$ cat src/rtl/scm_pkg.sv
// scm_pkg: constants of the speed command mapper
// assumes a 20 MHz clock and a byte-addressed plain register port
package scm_pkg;
  // ----------------------------------------
  // clock and timing
  // ----------------------------------------
  localparam int CLK_PERIOD_NS  = 50;
  localparam int PULSE_STOP_US  = 10000;
  localparam int FREQ_STOP_US   = 10000;
  localparam int SLEEP_DELAY_US = 5000;
  localparam int PULSE_STOP_CYC = PULSE_STOP_US * 1000 / CLK_PERIOD_NS;
  localparam int FREQ_STOP_CYC  = FREQ_STOP_US * 1000 / CLK_PERIOD_NS;
  localparam int SLEEP_CYC      = SLEEP_DELAY_US * 1000 / CLK_PERIOD_NS;
  // ----------------------------------------
  // register byte offsets
  // ----------------------------------------
  localparam logic [7:0] OFS_CTRL   = 8'h00;
  localparam logic [7:0] OFS_HOST   = 8'h04;
  localparam logic [7:0] OFS_THR    = 8'h08;
  localparam logic [7:0] OFS_MAXSPD = 8'h0c;
  localparam logic [7:0] OFS_ANA    = 8'h10;
  localparam logic [7:0] OFS_GAIN   = 8'h14;
  localparam logic [7:0] OFS_FREQFS = 8'h18;
  localparam logic [7:0] OFS_SLEEP  = 8'h1c;
  localparam logic [7:0] OFS_STAT   = 8'h20;
  // ----------------------------------------
  // fields
  // ----------------------------------------
  localparam int CTRL_SRC_LSB   = 0;
  localparam int CTRL_LOOP_BIT  = 2;
  localparam int CTRL_RANGE_LSB = 3;
  localparam int HI_LSB         = 16;
  localparam int STAT_STOP_BIT  = 16;
  localparam int STAT_STBY_BIT  = 17;
  localparam int STAT_SLEEP_BIT = 18;
  localparam int GAIN_SH        = 8;
  // ----------------------------------------
  // speed source codes and duty scale
  // ----------------------------------------
  localparam logic [1:0] SRC_ANA  = 2'h0;
  localparam logic [1:0] SRC_PWM  = 2'h1;
  localparam logic [1:0] SRC_HOST = 2'h2;
  localparam logic [1:0] SRC_FREQ = 2'h3;
  localparam logic [9:0] DUTY_FULL = 10'h3ff;
  // ----------------------------------------
  // reset values
  // ----------------------------------------
  localparam logic [4:0]  RST_CTRL   = 5'h00;
  localparam logic [9:0]  RST_STOP   = 10'h019;
  localparam logic [9:0]  RST_FLOOR  = 10'h033;
  localparam logic [15:0] RST_MAXSPD = 16'h03e8;
  localparam logic [9:0]  RST_ANA_SB = 10'h020;
  localparam logic [9:0]  RST_ANA_FS = 10'h3c0;
  localparam logic [11:0] RST_GAIN   = 12'h123;
  localparam logic [15:0] RST_FREQFS = 16'h0064;
  localparam logic [9:0]  RST_SL_EN  = 10'h010;
  localparam logic [9:0]  RST_SL_EX  = 10'h020;
endpackage

$ cat src/rtl/scm_mapper.sv
// scm_mapper: speed command front end of a sensorless motor driver
// assumes speed_pin_i is asynchronous and ana_level_i is a sampled
// level already on clk_i
//
// Local design decisions: the address-and-strobe port and the register addresses.
`timescale 1ns/10ps
module scm_mapper #(
  parameter int PULSE_STOP_CYC = scm_pkg::PULSE_STOP_CYC,
  parameter int FREQ_STOP_CYC  = scm_pkg::FREQ_STOP_CYC,
  parameter int SLEEP_CYC      = scm_pkg::SLEEP_CYC
) (
  // clock and reset
  input  wire logic        clk_i,
  input  wire logic        reset_i,
  // register port
  input  wire logic [7:0]  addr_i,
  input  wire logic [31:0] wdata_i,
  input  wire logic        wr_i,
  input  wire logic        rd_i,
  output logic      [31:0] rdata_o,
  // speed inputs
  input  wire logic        speed_pin_i,
  input  wire logic [9:0]  ana_level_i,
  // commands
  output logic      [9:0]  duty_cmd_o,
  output logic      [15:0] speed_ref_o,
  output logic      [9:0]  target_duty_o,
  output logic             motor_stop_o,
  output logic             sleep_o,
  output logic             standby_o
);
  // ----------------------------------------
  // helpers
  // ----------------------------------------
  function automatic logic [9:0] ana_map(input logic [9:0] v, input logic [9:0] sb,
                                          input logic [9:0] fs, input logic [11:0] g);
    logic [21:0] p;
    p = {12'h000, v - sb} * {10'h000, g};
    if (v < sb)
      return 10'h000;
    else if (v >= fs || p[21:scm_pkg::GAIN_SH] > {4'h0, scm_pkg::DUTY_FULL})
      return scm_pkg::DUTY_FULL;
    else
      return p[scm_pkg::GAIN_SH +: 10];
  endfunction

  function automatic logic [15:0] spd_scale(input logic [9:0] d, input logic [15:0] m);
    logic [25:0] p;
    p = {16'h0000, d} * {10'h000, m};
    return p[25:10];
  endfunction

  localparam logic [19:0] PSTOP = 20'(PULSE_STOP_CYC);
  localparam logic [19:0] FSTOP = 20'(FREQ_STOP_CYC);
  localparam logic [19:0] SLDLY = 20'(SLEEP_CYC);

  // ----------------------------------------
  // configuration registers
  // ----------------------------------------
  logic [1:0]  src_r;
  logic        loop_r;
  logic [1:0]  range_r;
  logic [9:0]  host_duty_r;
  logic [9:0]  stop_thr_r;
  logic [9:0]  floor_r;
  logic [15:0] max_spd_r;
  logic [9:0]  ana_sb_r;
  logic [9:0]  ana_fs_r;
  logic [11:0] gain_r;
  logic [15:0] freq_fs_r;
  logic [9:0]  sl_en_r;
  logic [9:0]  sl_ex_r;
  logic [31:0] rdata_r;

  always_ff @(posedge clk_i) begin
    if (reset_i) begin
      {range_r, loop_r, src_r} <= scm_pkg::RST_CTRL;
      host_duty_r <= 10'h000;
      stop_thr_r  <= scm_pkg::RST_STOP;
      floor_r     <= scm_pkg::RST_FLOOR;
      max_spd_r   <= scm_pkg::RST_MAXSPD;
      ana_sb_r    <= scm_pkg::RST_ANA_SB;
      ana_fs_r    <= scm_pkg::RST_ANA_FS;
      gain_r      <= scm_pkg::RST_GAIN;
      freq_fs_r   <= scm_pkg::RST_FREQFS;
      sl_en_r     <= scm_pkg::RST_SL_EN;
      sl_ex_r     <= scm_pkg::RST_SL_EX;
    end else if (wr_i) begin
      case (addr_i)
        scm_pkg::OFS_CTRL: begin
          src_r   <= wdata_i[scm_pkg::CTRL_SRC_LSB +: 2];
          loop_r  <= wdata_i[scm_pkg::CTRL_LOOP_BIT];
          range_r <= wdata_i[scm_pkg::CTRL_RANGE_LSB +: 2];
        end
        scm_pkg::OFS_HOST: host_duty_r <= wdata_i[9:0];
        scm_pkg::OFS_THR: begin
          stop_thr_r <= wdata_i[9:0];
          floor_r    <= wdata_i[scm_pkg::HI_LSB +: 10];
        end
        scm_pkg::OFS_MAXSPD: max_spd_r <= wdata_i[15:0];
        scm_pkg::OFS_ANA: begin
          ana_sb_r <= wdata_i[9:0];
          ana_fs_r <= wdata_i[scm_pkg::HI_LSB +: 10];
        end
        scm_pkg::OFS_GAIN:   gain_r    <= wdata_i[11:0];
        scm_pkg::OFS_FREQFS: freq_fs_r <= wdata_i[15:0];
        scm_pkg::OFS_SLEEP: begin
          sl_en_r <= wdata_i[9:0];
          sl_ex_r <= wdata_i[scm_pkg::HI_LSB +: 10];
        end
        default: ;
      endcase
    end
  end

  // ----------------------------------------
  // pin synchroniser and filter
  // ----------------------------------------
  logic [2:0] pin_s_r;
  logic       pin_f_r;
  logic       pin_d_r;
  logic       rise;

  // three stages, change taken when last two agree
  always_ff @(posedge clk_i) begin
    if (reset_i) begin
      pin_s_r <= 3'h0;
      pin_f_r <= 1'b0;
      pin_d_r <= 1'b0;
    end else begin
      pin_s_r <= {pin_s_r[1:0], speed_pin_i};
      pin_f_r <= (pin_s_r[1] == pin_s_r[2]) ? pin_s_r[2] : pin_f_r;
      pin_d_r <= pin_f_r;
    end
  end

  assign rise = pin_f_r & ~pin_d_r;

  // ----------------------------------------
  // period, high time and low timeout
  // ----------------------------------------
  logic [5:0]  pre_r;
  logic        tick;
  logic [15:0] per_cnt_r;
  logic [15:0] hi_cnt_r;
  logic [15:0] per_cap_r;
  logic [15:0] hi_cap_r;
  logic        meas_ok_r;
  logic [19:0] low_cnt_r;
  logic        start_r;

  // range select sets the measurement prescaler
  always_comb begin
    case (range_r)
      2'h0:    tick = 1'b1;
      2'h1:    tick = (pre_r[1:0] == 2'h0);
      2'h2:    tick = (pre_r[3:0] == 4'h0);
      default: tick = (pre_r == 6'h00);
    endcase
  end

  always_ff @(posedge clk_i) begin
    if (reset_i) begin
      pre_r     <= 6'h00;
      per_cnt_r <= 16'h0000;
      hi_cnt_r  <= 16'h0000;
      per_cap_r <= 16'h0000;
      hi_cap_r  <= 16'h0000;
      meas_ok_r <= 1'b0;
      start_r   <= 1'b0;
    end else begin
      pre_r   <= rise ? 6'h00 : pre_r + 6'h01;
      start_r <= rise & meas_ok_r;
      if (rise) begin
        per_cap_r <= per_cnt_r;
        hi_cap_r  <= hi_cnt_r;
        meas_ok_r <= 1'b1;
        per_cnt_r <= 16'h0001;
        hi_cnt_r  <= 16'h0001;
      end else if (tick) begin
        if (per_cnt_r != 16'hffff)
          per_cnt_r <= per_cnt_r + 16'h0001;
        if (pin_f_r && hi_cnt_r != 16'hffff)
          hi_cnt_r <= hi_cnt_r + 16'h0001;
      end
    end
  end

  always_ff @(posedge clk_i) begin
    if (reset_i)
      low_cnt_r <= 20'h00000;
    else if (pin_f_r)
      low_cnt_r <= 20'h00000;
    else if (low_cnt_r != 20'hfffff)
      low_cnt_r <= low_cnt_r + 20'h00001;
  end

  // ----------------------------------------
  // ratio divider: quotient = num * 1024 / den
  // ----------------------------------------
  logic [15:0] num;
  logic [16:0] rem_r;
  logic [15:0] den_r;
  logic [9:0]  quo_r;
  logic [3:0]  it_r;
  logic        busy_r;
  logic [9:0]  meas_r;
  logic [16:0] rem_sh;
  logic        fit;

  // pulse uses high time over period
  // frequency uses full-scale period over period
  assign num    = (src_r == scm_pkg::SRC_PWM) ? hi_cap_r : freq_fs_r;
  assign rem_sh = {rem_r[15:0], 1'b0};
  assign fit    = rem_sh >= {1'b0, den_r};

  always_ff @(posedge clk_i) begin
    if (reset_i) begin
      rem_r  <= 17'h00000;
      den_r  <= 16'h0000;
      quo_r  <= 10'h000;
      it_r   <= 4'h0;
      busy_r <= 1'b0;
      meas_r <= 10'h000;
    end else if (start_r) begin
      // ratio at or above one clamps at full
      if (num >= per_cap_r || per_cap_r == 16'h0000) begin
        meas_r <= scm_pkg::DUTY_FULL;
        busy_r <= 1'b0;
      end else begin
        rem_r  <= {1'b0, num};
        den_r  <= per_cap_r;
        quo_r  <= 10'h000;
        it_r   <= 4'h0;
        busy_r <= 1'b1;
      end
    end else if (busy_r) begin
      rem_r <= fit ? rem_sh - {1'b0, den_r} : rem_sh;
      quo_r <= {quo_r[8:0], fit};
      it_r  <= it_r + 4'h1;
      if (it_r == 4'h9) begin
        busy_r <= 1'b0;
        meas_r <= {quo_r[8:0], fit};
      end
    end
  end

  // ----------------------------------------
  // sleep and standby in host mode
  // ----------------------------------------
  logic        host_md;
  logic [19:0] slp_cnt_r;
  logic        sleep_r;
  logic        stby_r;

  assign host_md = (src_r == scm_pkg::SRC_HOST);

  always_ff @(posedge clk_i) begin
    if (reset_i) begin
      slp_cnt_r <= 20'h00000;
      sleep_r   <= 1'b0;
    end else if (!host_md) begin
      slp_cnt_r <= 20'h00000;
      sleep_r   <= 1'b0;
    end else if (ana_level_i > sl_ex_r) begin
      slp_cnt_r <= 20'h00000;
      sleep_r   <= 1'b0;
    end else if (ana_level_i < sl_en_r) begin
      if (slp_cnt_r != 20'hfffff)
        slp_cnt_r <= slp_cnt_r + 20'h00001;
      if (slp_cnt_r >= SLDLY)
        sleep_r <= 1'b1;
    end else begin
      slp_cnt_r <= 20'h00000;
    end
  end

  // awake host mode with zero duty is standby
  always_ff @(posedge clk_i) begin
    if (reset_i)
      stby_r <= 1'b0;
    else
      stby_r <= host_md && !sleep_r && host_duty_r == 10'h000;
  end

  // ----------------------------------------
  // source multiplexer
  // ----------------------------------------
  logic [9:0] cmd_nxt;
  logic [9:0] cmd_r;

  always_comb begin
    case (src_r)
      scm_pkg::SRC_ANA:  cmd_nxt = ana_map(ana_level_i, ana_sb_r, ana_fs_r, gain_r);
      scm_pkg::SRC_PWM:  cmd_nxt = (low_cnt_r >= PSTOP) ? 10'h000 : meas_r;
      scm_pkg::SRC_HOST: cmd_nxt = sleep_r ? 10'h000 : host_duty_r;
      scm_pkg::SRC_FREQ: cmd_nxt = (low_cnt_r >= FSTOP) ? 10'h000 : meas_r;
      default:           cmd_nxt = 10'h000;
    endcase
  end

  always_ff @(posedge clk_i) begin
    if (reset_i)
      cmd_r <= 10'h000;
    else
      cmd_r <= cmd_nxt;
  end

  // ----------------------------------------
  // command to reference or target
  // ----------------------------------------
  logic [9:0]  eff;
  logic [15:0] spd_r;
  logic [9:0]  tgt_r;
  logic        stop_r;

  assign eff = (cmd_r < floor_r) ? floor_r : cmd_r;

  // steady values only; ramps are shaped downstream
  always_ff @(posedge clk_i) begin
    if (reset_i) begin
      spd_r  <= 16'h0000;
      tgt_r  <= 10'h000;
      stop_r <= 1'b1;
    end else if (cmd_r < stop_thr_r) begin
      spd_r  <= 16'h0000;
      tgt_r  <= 10'h000;
      stop_r <= 1'b1;
    end else begin
      // loop on gives speed, off gives duty
      spd_r  <= loop_r ? spd_scale(eff, max_spd_r) : 16'h0000;
      tgt_r  <= loop_r ? 10'h000 : eff;
      stop_r <= 1'b0;
    end
  end

  // ----------------------------------------
  // read port
  // ----------------------------------------
  always_ff @(posedge clk_i) begin
    if (reset_i) begin
      rdata_r <= 32'h00000000;
    end else if (rd_i) begin
      case (addr_i)
        scm_pkg::OFS_CTRL:   rdata_r <= {27'h0, range_r, loop_r, src_r};
        scm_pkg::OFS_HOST:   rdata_r <= {22'h0, host_duty_r};
        scm_pkg::OFS_THR:    rdata_r <= {6'h0, floor_r, 6'h0, stop_thr_r};
        scm_pkg::OFS_MAXSPD: rdata_r <= {16'h0, max_spd_r};
        scm_pkg::OFS_ANA:    rdata_r <= {6'h0, ana_fs_r, 6'h0, ana_sb_r};
        scm_pkg::OFS_GAIN:   rdata_r <= {20'h0, gain_r};
        scm_pkg::OFS_FREQFS: rdata_r <= {16'h0, freq_fs_r};
        scm_pkg::OFS_SLEEP:  rdata_r <= {6'h0, sl_ex_r, 6'h0, sl_en_r};
        scm_pkg::OFS_STAT:   rdata_r <= {13'h0, sleep_r, stby_r, stop_r, 6'h0, cmd_r};
        default:             rdata_r <= 32'h00000000;
      endcase
    end else begin
      rdata_r <= 32'h00000000;
    end
  end

  assign rdata_o       = rdata_r;
  assign duty_cmd_o    = cmd_r;
  assign speed_ref_o   = spd_r;
  assign target_duty_o = tgt_r;
  assign motor_stop_o  = stop_r;
  assign sleep_o       = sleep_r;
  assign standby_o     = stby_r;
endmodule

$ cat config.mk
export PLATFORM = sky130hd
export DESIGN_NAME = scm_mapper
export DESIGN_NICKNAME = d
export VERILOG_FILES = /design/src/rtl/scm_pkg.sv /design/src/rtl/scm_mapper.sv
export SDC_FILE = /design/constraint.sdc
export NUM_CORES = 1
export LEC_CHECK = 0
export BUFFER_PORTS_ARGS = -buffer_cell sky130_fd_sc_hd__buf_2
export CORE_MARGIN = 3
export CORE_UTILIZATION = 28
export CTS_CLUSTER_DIAMETER = 150
export DETAILED_ROUTE_END_ITERATION = 10
export SLEW_MARGIN = 20
export SYNTH_ARGS = -nofsm -noshare
export SYNTH_HDL_FRONTEND = slang
export SYNTH_SLANG_ARGS = --single-unit
export TNS_END_PERCENT = 50
$ cat constraint.sdc
create_clock -name clk_i -period 9.27 [get_ports clk_i]
set_input_delay 1.3905 -clock clk_i [delete_from_list [all_inputs] [get_ports clk_i]]
set_output_delay 1.3905 -clock clk_i [all_outputs]
set_load 0.005 [all_outputs]
Word level (Yosys, flattened, before mapping)
Index checks and enable logic that the tools add are counted.

Input bits: 55. Flip-flop bits (word level): 363. Word-level logic and storage cells: 167.

Multiplexer cells: 34. Equal/unequal tests: 21. Add/sub/neg operators: 8. Bitwise gates (word level): 8. Reduce and logical (&&, ||, !) cells: 43. $mul: 2. Order comparisons: 11.

Operators by type and width (count): $pmux 26 s9 (1); $mux 10 (9); $mux 16 (5); $add 20x1->20 const B (2); $lt 10x10->1 (4); $ne 20x20->1 const B (2); $add 16x1->16 const B (2); $eq 8x5->1 const B (4); $ne 16x16->1 const B (2); $pmux 10 s3 (1); $reduce_and 2->1 (15); $mux 9 (3); $mul 10x16->26 (1); $mul 10x12->22 (1); $ge 20x17->1 const B (1); $ge 20x18->1 const B (1); $ge 17x16->1 (1); $eq 8x4->1 const B (2); $ge 16x16->1 (1); $logic_not 16->1 (1); $sub 16x16->16 (1); $gt 14x10->1 const B (1); $mux 4 (3); $mux 1 (11); other kinds (29) (52).

Logic depth before layout (Yosys ltp)
Depth after elaboration: 7. Gate-level depth with buffers: 34. Mapped depth without buffers: 32.

Worst setup path before layout
Ideal clock, no wire load.

Kind: input to register. From: input ana_level_i[1]. To: register cmd_r[7] (netlist: duty_cmd_o[7]). Arrival: 8461 ps. Stages on the path: 30. Setup slack: 687 ps. Required time: 9148 ps. Path through: ha_1 -> nor2b_1 -> o21ai_0 -> a21boi_0 -> o21ai_0 -> a21boi_0 -> o21ai_0 -> nand2b_1 -> a2111oi_0 -> nand3b_1 -> clkbuf_1 -> and2_1 -> fa_1 -> fa_1 -> fa_1 -> fa_1 -> inv_1 -> fa_1 -> inv_1 -> ha_1 -> a21o_1 -> a21o_1 -> a211oi_2 -> o21bai_1 -> a32oi_2 -> o211ai_1 -> o22a_1 -> or3b_1 -> buf_2 -> o311a_1.

Word-level cells in the longest chain between the ends: 7. Elaborated cells between the ends (all ways): 9. Those cells by class: add/sub (1); mul (1); order compare (3); mux (3); reduce/logical (1).

RTL lines: start: declaration (line scm_mapper.sv:23) `input wire logic [9:0] ana_level_i,`; $sub 10x10->10 (line scm_mapper.sv:38) `p = {12'h000, v - sb} * {10'h000, g};`; $mul 10x12->22 (line scm_mapper.sv:38); $gt 14x10->1 (line scm_mapper.sv:41) `else if (v >= fs || p[21:scm_pkg::GAIN_SH] > {4'h0, scm_pkg::DUTY_FULL})`; $logic_or 1x1->1 (line scm_mapper.sv:41); $mux 10 (line scm_mapper.sv:41); $mux 10 (*) (line scm_mapper.sv:39) `if (v < sb)`; $pmux 10 s3 (*) (line scm_mapper.sv:293) `case (src_r)`; end signal: assignment (line scm_mapper.sv:306) `cmd_r <= cmd_nxt;`; end: declaration (line scm_mapper.sv:290) `logic [9:0] cmd_r;`.

Every way passes the cells marked *; elsewhere a longest branch is shown, timed or not. A chain may end at the register's enable or synchronous reset.

Final worst setup path
Same ends and word-level chain as after synthesis.

==> summary.md <==
| Metric | Value |
|---|---|
| Switching pwr | about 0.003 W |
| Clk pwr share | 0.226 |
| Clock skew | between 30 and 40 ps |
| Final core utilization | 0.3198 |
| Vias | ~21k |
| Antenna-violating nets left | 0 |
| Synth Register Bits | roughly 360 |
| Slew margin rel. | 0.3161 |
| Worst VDD drop | about 0.00040 V |
| HPWL reported at the end of detailed placement | around 55 mm |
| Iter 0 DRT Violations | roughly 1.7k |
| Max-slew violation count | 0 |
| Compound-gate portion of the synthesized area | 0.1366 |
| Combinational power share | 0.557 |
| Post-CTS Resized | 0 |
| Reported max-cap violation count | 0 |
| Largest net degree at the start of global routing | 65 |
| Floorplan row count | 109 |
| Adder-Cell Fraction of Synth Area | 0.2542 |
| Flop pwr share | 0.218 |
| Worst-path maximum fanout | 9 |
| Max incr delay on CP | 560 ps |
| Synth Area in XOR/XNOR | 0.03325 |
| Vias in the first global route | between 20k and 25k |
| H-tree depth | 2 |
| CTS Buf Count | 42 |
| Die Ht | roughly 300 um |
| GR Overflow Total | 0 |
| Mux cell area share after synthesis | 0.01539 |
| Clock Path Buffers | 3 |
| Top_reg_cell synth | dfxtp_1 |
| First-pass GRT wire length | roughly 120 mm |
| Outcome | finished clean |
| RD Place Congestion | roughly 0.91 |
| Layout cell share with drive strength beyond 1 | 0.08312 |
| Required @ worst endpoint | ~9700 ps |
| Die span in x | slightly above 300 um |
| Postcts setup bufs | 0 |
| Root buf cell | clkbuf_16 |
| CP max stage cell | fa_1 |
| Ys async rst share | 0 |
| Number of remaining DRC errors | 0 |
| CTS Sinks | about 360 |
| Internal power | roughly 0.0043 W |
| Wire length per cell | 17.07 um |
| IO buf count | ~110 |
| Fin crit share | 0.9316 |
| Worst hold path class | register to register |
| Setup-failing EPs final | 0 |
| Final setup margin | 634.0 ps |
| Clock insertion delay at the later pin of the skew report | 590 ps |
| Clk slew on worst S/H paths | 60 ps |
| GRT Util Overall | 0.1559 |
| Placed Area | between 0.02 and 0.03 mm^2 |
| Boundary Pins | approximately 130 |
| Post-Place Worst Slack | between 100 and 150 ps |
| Vias per inst | ~5 |
| Mapped Cells | around 3.0k |
| Fill cells | between 9k and 10k |
| Worst Max-Slew Pin Slew | between 1000 and 1500 ps |
| Most common cell on crit path | fa_1 |
| Sequential area share after synthesis | 0.2826 |
| Overall power | around 0.0074 W |
| Fin area | between 0.02 and 0.03 mm^2 |
| Final Hold Fails | 0 |
| Tmin final | about 8600 ps |
| Register area | ~0.007 mm^2 |
| CTS tree | done |
| Die ar. | 0.09396 mm^2 |
| Sw Share | 0.4161 |
| Fmax | 0.1158 GHz |
| Largest family of logic cells by synthesized area | adder cells |
| RSZ-0062 raised after global routing | no |
| Mapped Avg Cell Area | about 8.4 um^2 |
| Post-Syn Area | 0.02529 mm^2 |
| Power density over the cells | about 260 mW/mm^2 |
| Hold-fix buffers at CTS | 0 |
| Post-synthesis simple-gate area fraction | 0.2060 |
| First-pass detailed-route iteration total | 6 |
| Fin Setup TNS | 0 ps |
| WL final | 72.98 mm |
| CP Class | input port to register |
| Warnings, synthesis | 0 |
| Synth unique cells | 77 |
| Multi-input gate area | between 0.015 and 0.02 mm^2 |
| Kind of end point of the critical path | register |
| Number of flops mapped to enable cells by yosys | 0 |
| WP data arrival | between 9000 and 10000 ps |
| Core Box Area | 0.08892 mm^2 |
| Final nets | around 3.5k |
| Leakage | roughly 12 nW |
| Initial antenna violation count | 13 |
| Critical Path Start Type | input port |
| Initial Util | 0.2844 |
| Layout overhead on the synthesized area | 12.45% |
[layout make-up]
| type | count | share of cell area |
|---|---|---|
| multi-input combinational | 2204 | 0.5754 |
| sequential | 357 | 0.2513 |
| tap | 1165 | 0.05126 |
| clock buffer | 58 | 0.04189 |
| inverter | 313 | 0.04132 |
| timing repair buffer | 155 | 0.03120 |
| clock inverter | 17 | 0.007040 |
| antenna | 6 | 0.0005280 |
[power groups by stage]
stage	Sequential [W]	Combinational, W	Clock [W]
after CTS	0.00161	0.00419	0.00171
after detailed placement	0.00164	0.00417	0
after global routing	0.00161	0.00480	0.00177
after global placement	0.00164	0.00412	0
after floorplan	0.00162	0.00321	0
final	0.00161	0.00412	0.00167
[cell usage after synthesis, types with 4 or more instances]
cell      count  share of area
a211oi_1     27         0.0080
a21boi_0      4         0.0012
a21o_1       33         0.0098
a21oi_1     199          0.039
a221oi_1     14         0.0048
a222oi_1     16         0.0063
a22o_1       17         0.0059
a22oi_1      31         0.0092
a31oi_1      17         0.0042
a41oi_1       4         0.0014
and2_1       86          0.021
and3_1       17         0.0042
and4_1        5         0.0017
buf_2         7         0.0014
buf_4        11         0.0033
clkbuf_1    137          0.020
dfxtp_1     357           0.28
fa_1        188           0.15
ha_1        213           0.11
inv_1       312          0.046
mux2_2       15         0.0067
mux2i_1      22         0.0087
nand2_1     474          0.070
nand2b_1     44          0.011
nand3_1      83          0.016
nand4_1      29         0.0072
nand4b_1      4         0.0014
nor2_1      230          0.034
nor2b_1      83          0.021
nor3_1       31         0.0061
nor3b_1       4         0.0012
nor4_1       13         0.0032
o211ai_1     25         0.0074
o21a_1       15         0.0045
o21ai_0      78          0.015
o21ai_1       8         0.0016
o21bai_1      8         0.0024
o22ai_1       6         0.0015
or2_2         6         0.0015
or3_1         9         0.0022
xnor2_1      36          0.012
xor2_1       60          0.021
[metal layers]
layer / wire length [um] / track usage / vias to the layer above
met2: 32720 / 0.2524 / 641
met4: 2269 / 0.05055 / 12
li1: - / - / 10112
met5: 80 / 0 / -
met3: 5841 / 0.03519 / 139
met1: 32070 / 0.2064 / 10134
[logic make-up (layout without fill, tap and decap cells)]
logic type,count (synthesis),count (layout)
AO/OA/AOI/OAI,536,536
XOR/XNOR,96,96
adder cells (fa/ha/maj),401,401
buffers and inverters,470,543
flip-flops,357,357
multiplexers,37,37
other,1,12
AND/OR/NAND/NOR,1128,1128
[state kept, by name, indices dropped and copies added, names as in the netlist, 16 cells and up]
name,cells
hi_cnt_r,16
rem_r,16
per_cnt_r,16
hi_cap_r,16
speed_ref_o,16
slp_cnt_r,20
rdata_o,26
freq_fs_r,16
den_r,16
max_spd_r,16
low_cnt_r,20
per_cap_r,16
[worst max-delay path, delay by kind of cell]
| kind | cells | cell delay, ps |
|---|---|---|
| AO/OA/AOI/OAI | 14 | 3070 |
| AND/OR/NAND/NOR | 5 | 1240 |
| buffers and inverters | 3 | 250 |
| adder cells (fa/ha/maj) | 7 | 3160 |
[cells in the final DEF, fill, tap and decap left out, types with 77 or more instances in the layout]
cell and count:
fa_1 188, nand2_1 474, a21oi_1 199, inv_1 312, buf_2 112, ha_1 213
dfxtp_1 357, nand3_1 83, nor2b_1 83, nor2_1 229, o21ai_0 77, and2_1 86
[stage by stage]
| step | cells | hold WS, ps |
|---|---|---|
| after global placement | 4194 | 418.5 |
| after detailed placement | 4194 | 422.5 |
| final | 4275 | 433.5 |
| after floorplan | 3031 | 410.4 |
| after global routing | 4273 | 458.4 |
| after CTS | 4269 | 435.0 |
[worst paths after layout]
path	start	end	slack, ps	cells past startpoint
worst min-delay path	meas_ok_r	start_r	430	2
worst max register to register	ana_sb_r[1]	duty_cmd_o[7]	1090	29
worst max-delay path	ana_level_i[1]	duty_cmd_o[7]	630	29
worst min register to register	meas_ok_r	start_r	430	2
(Power assumes the default switching activity.)
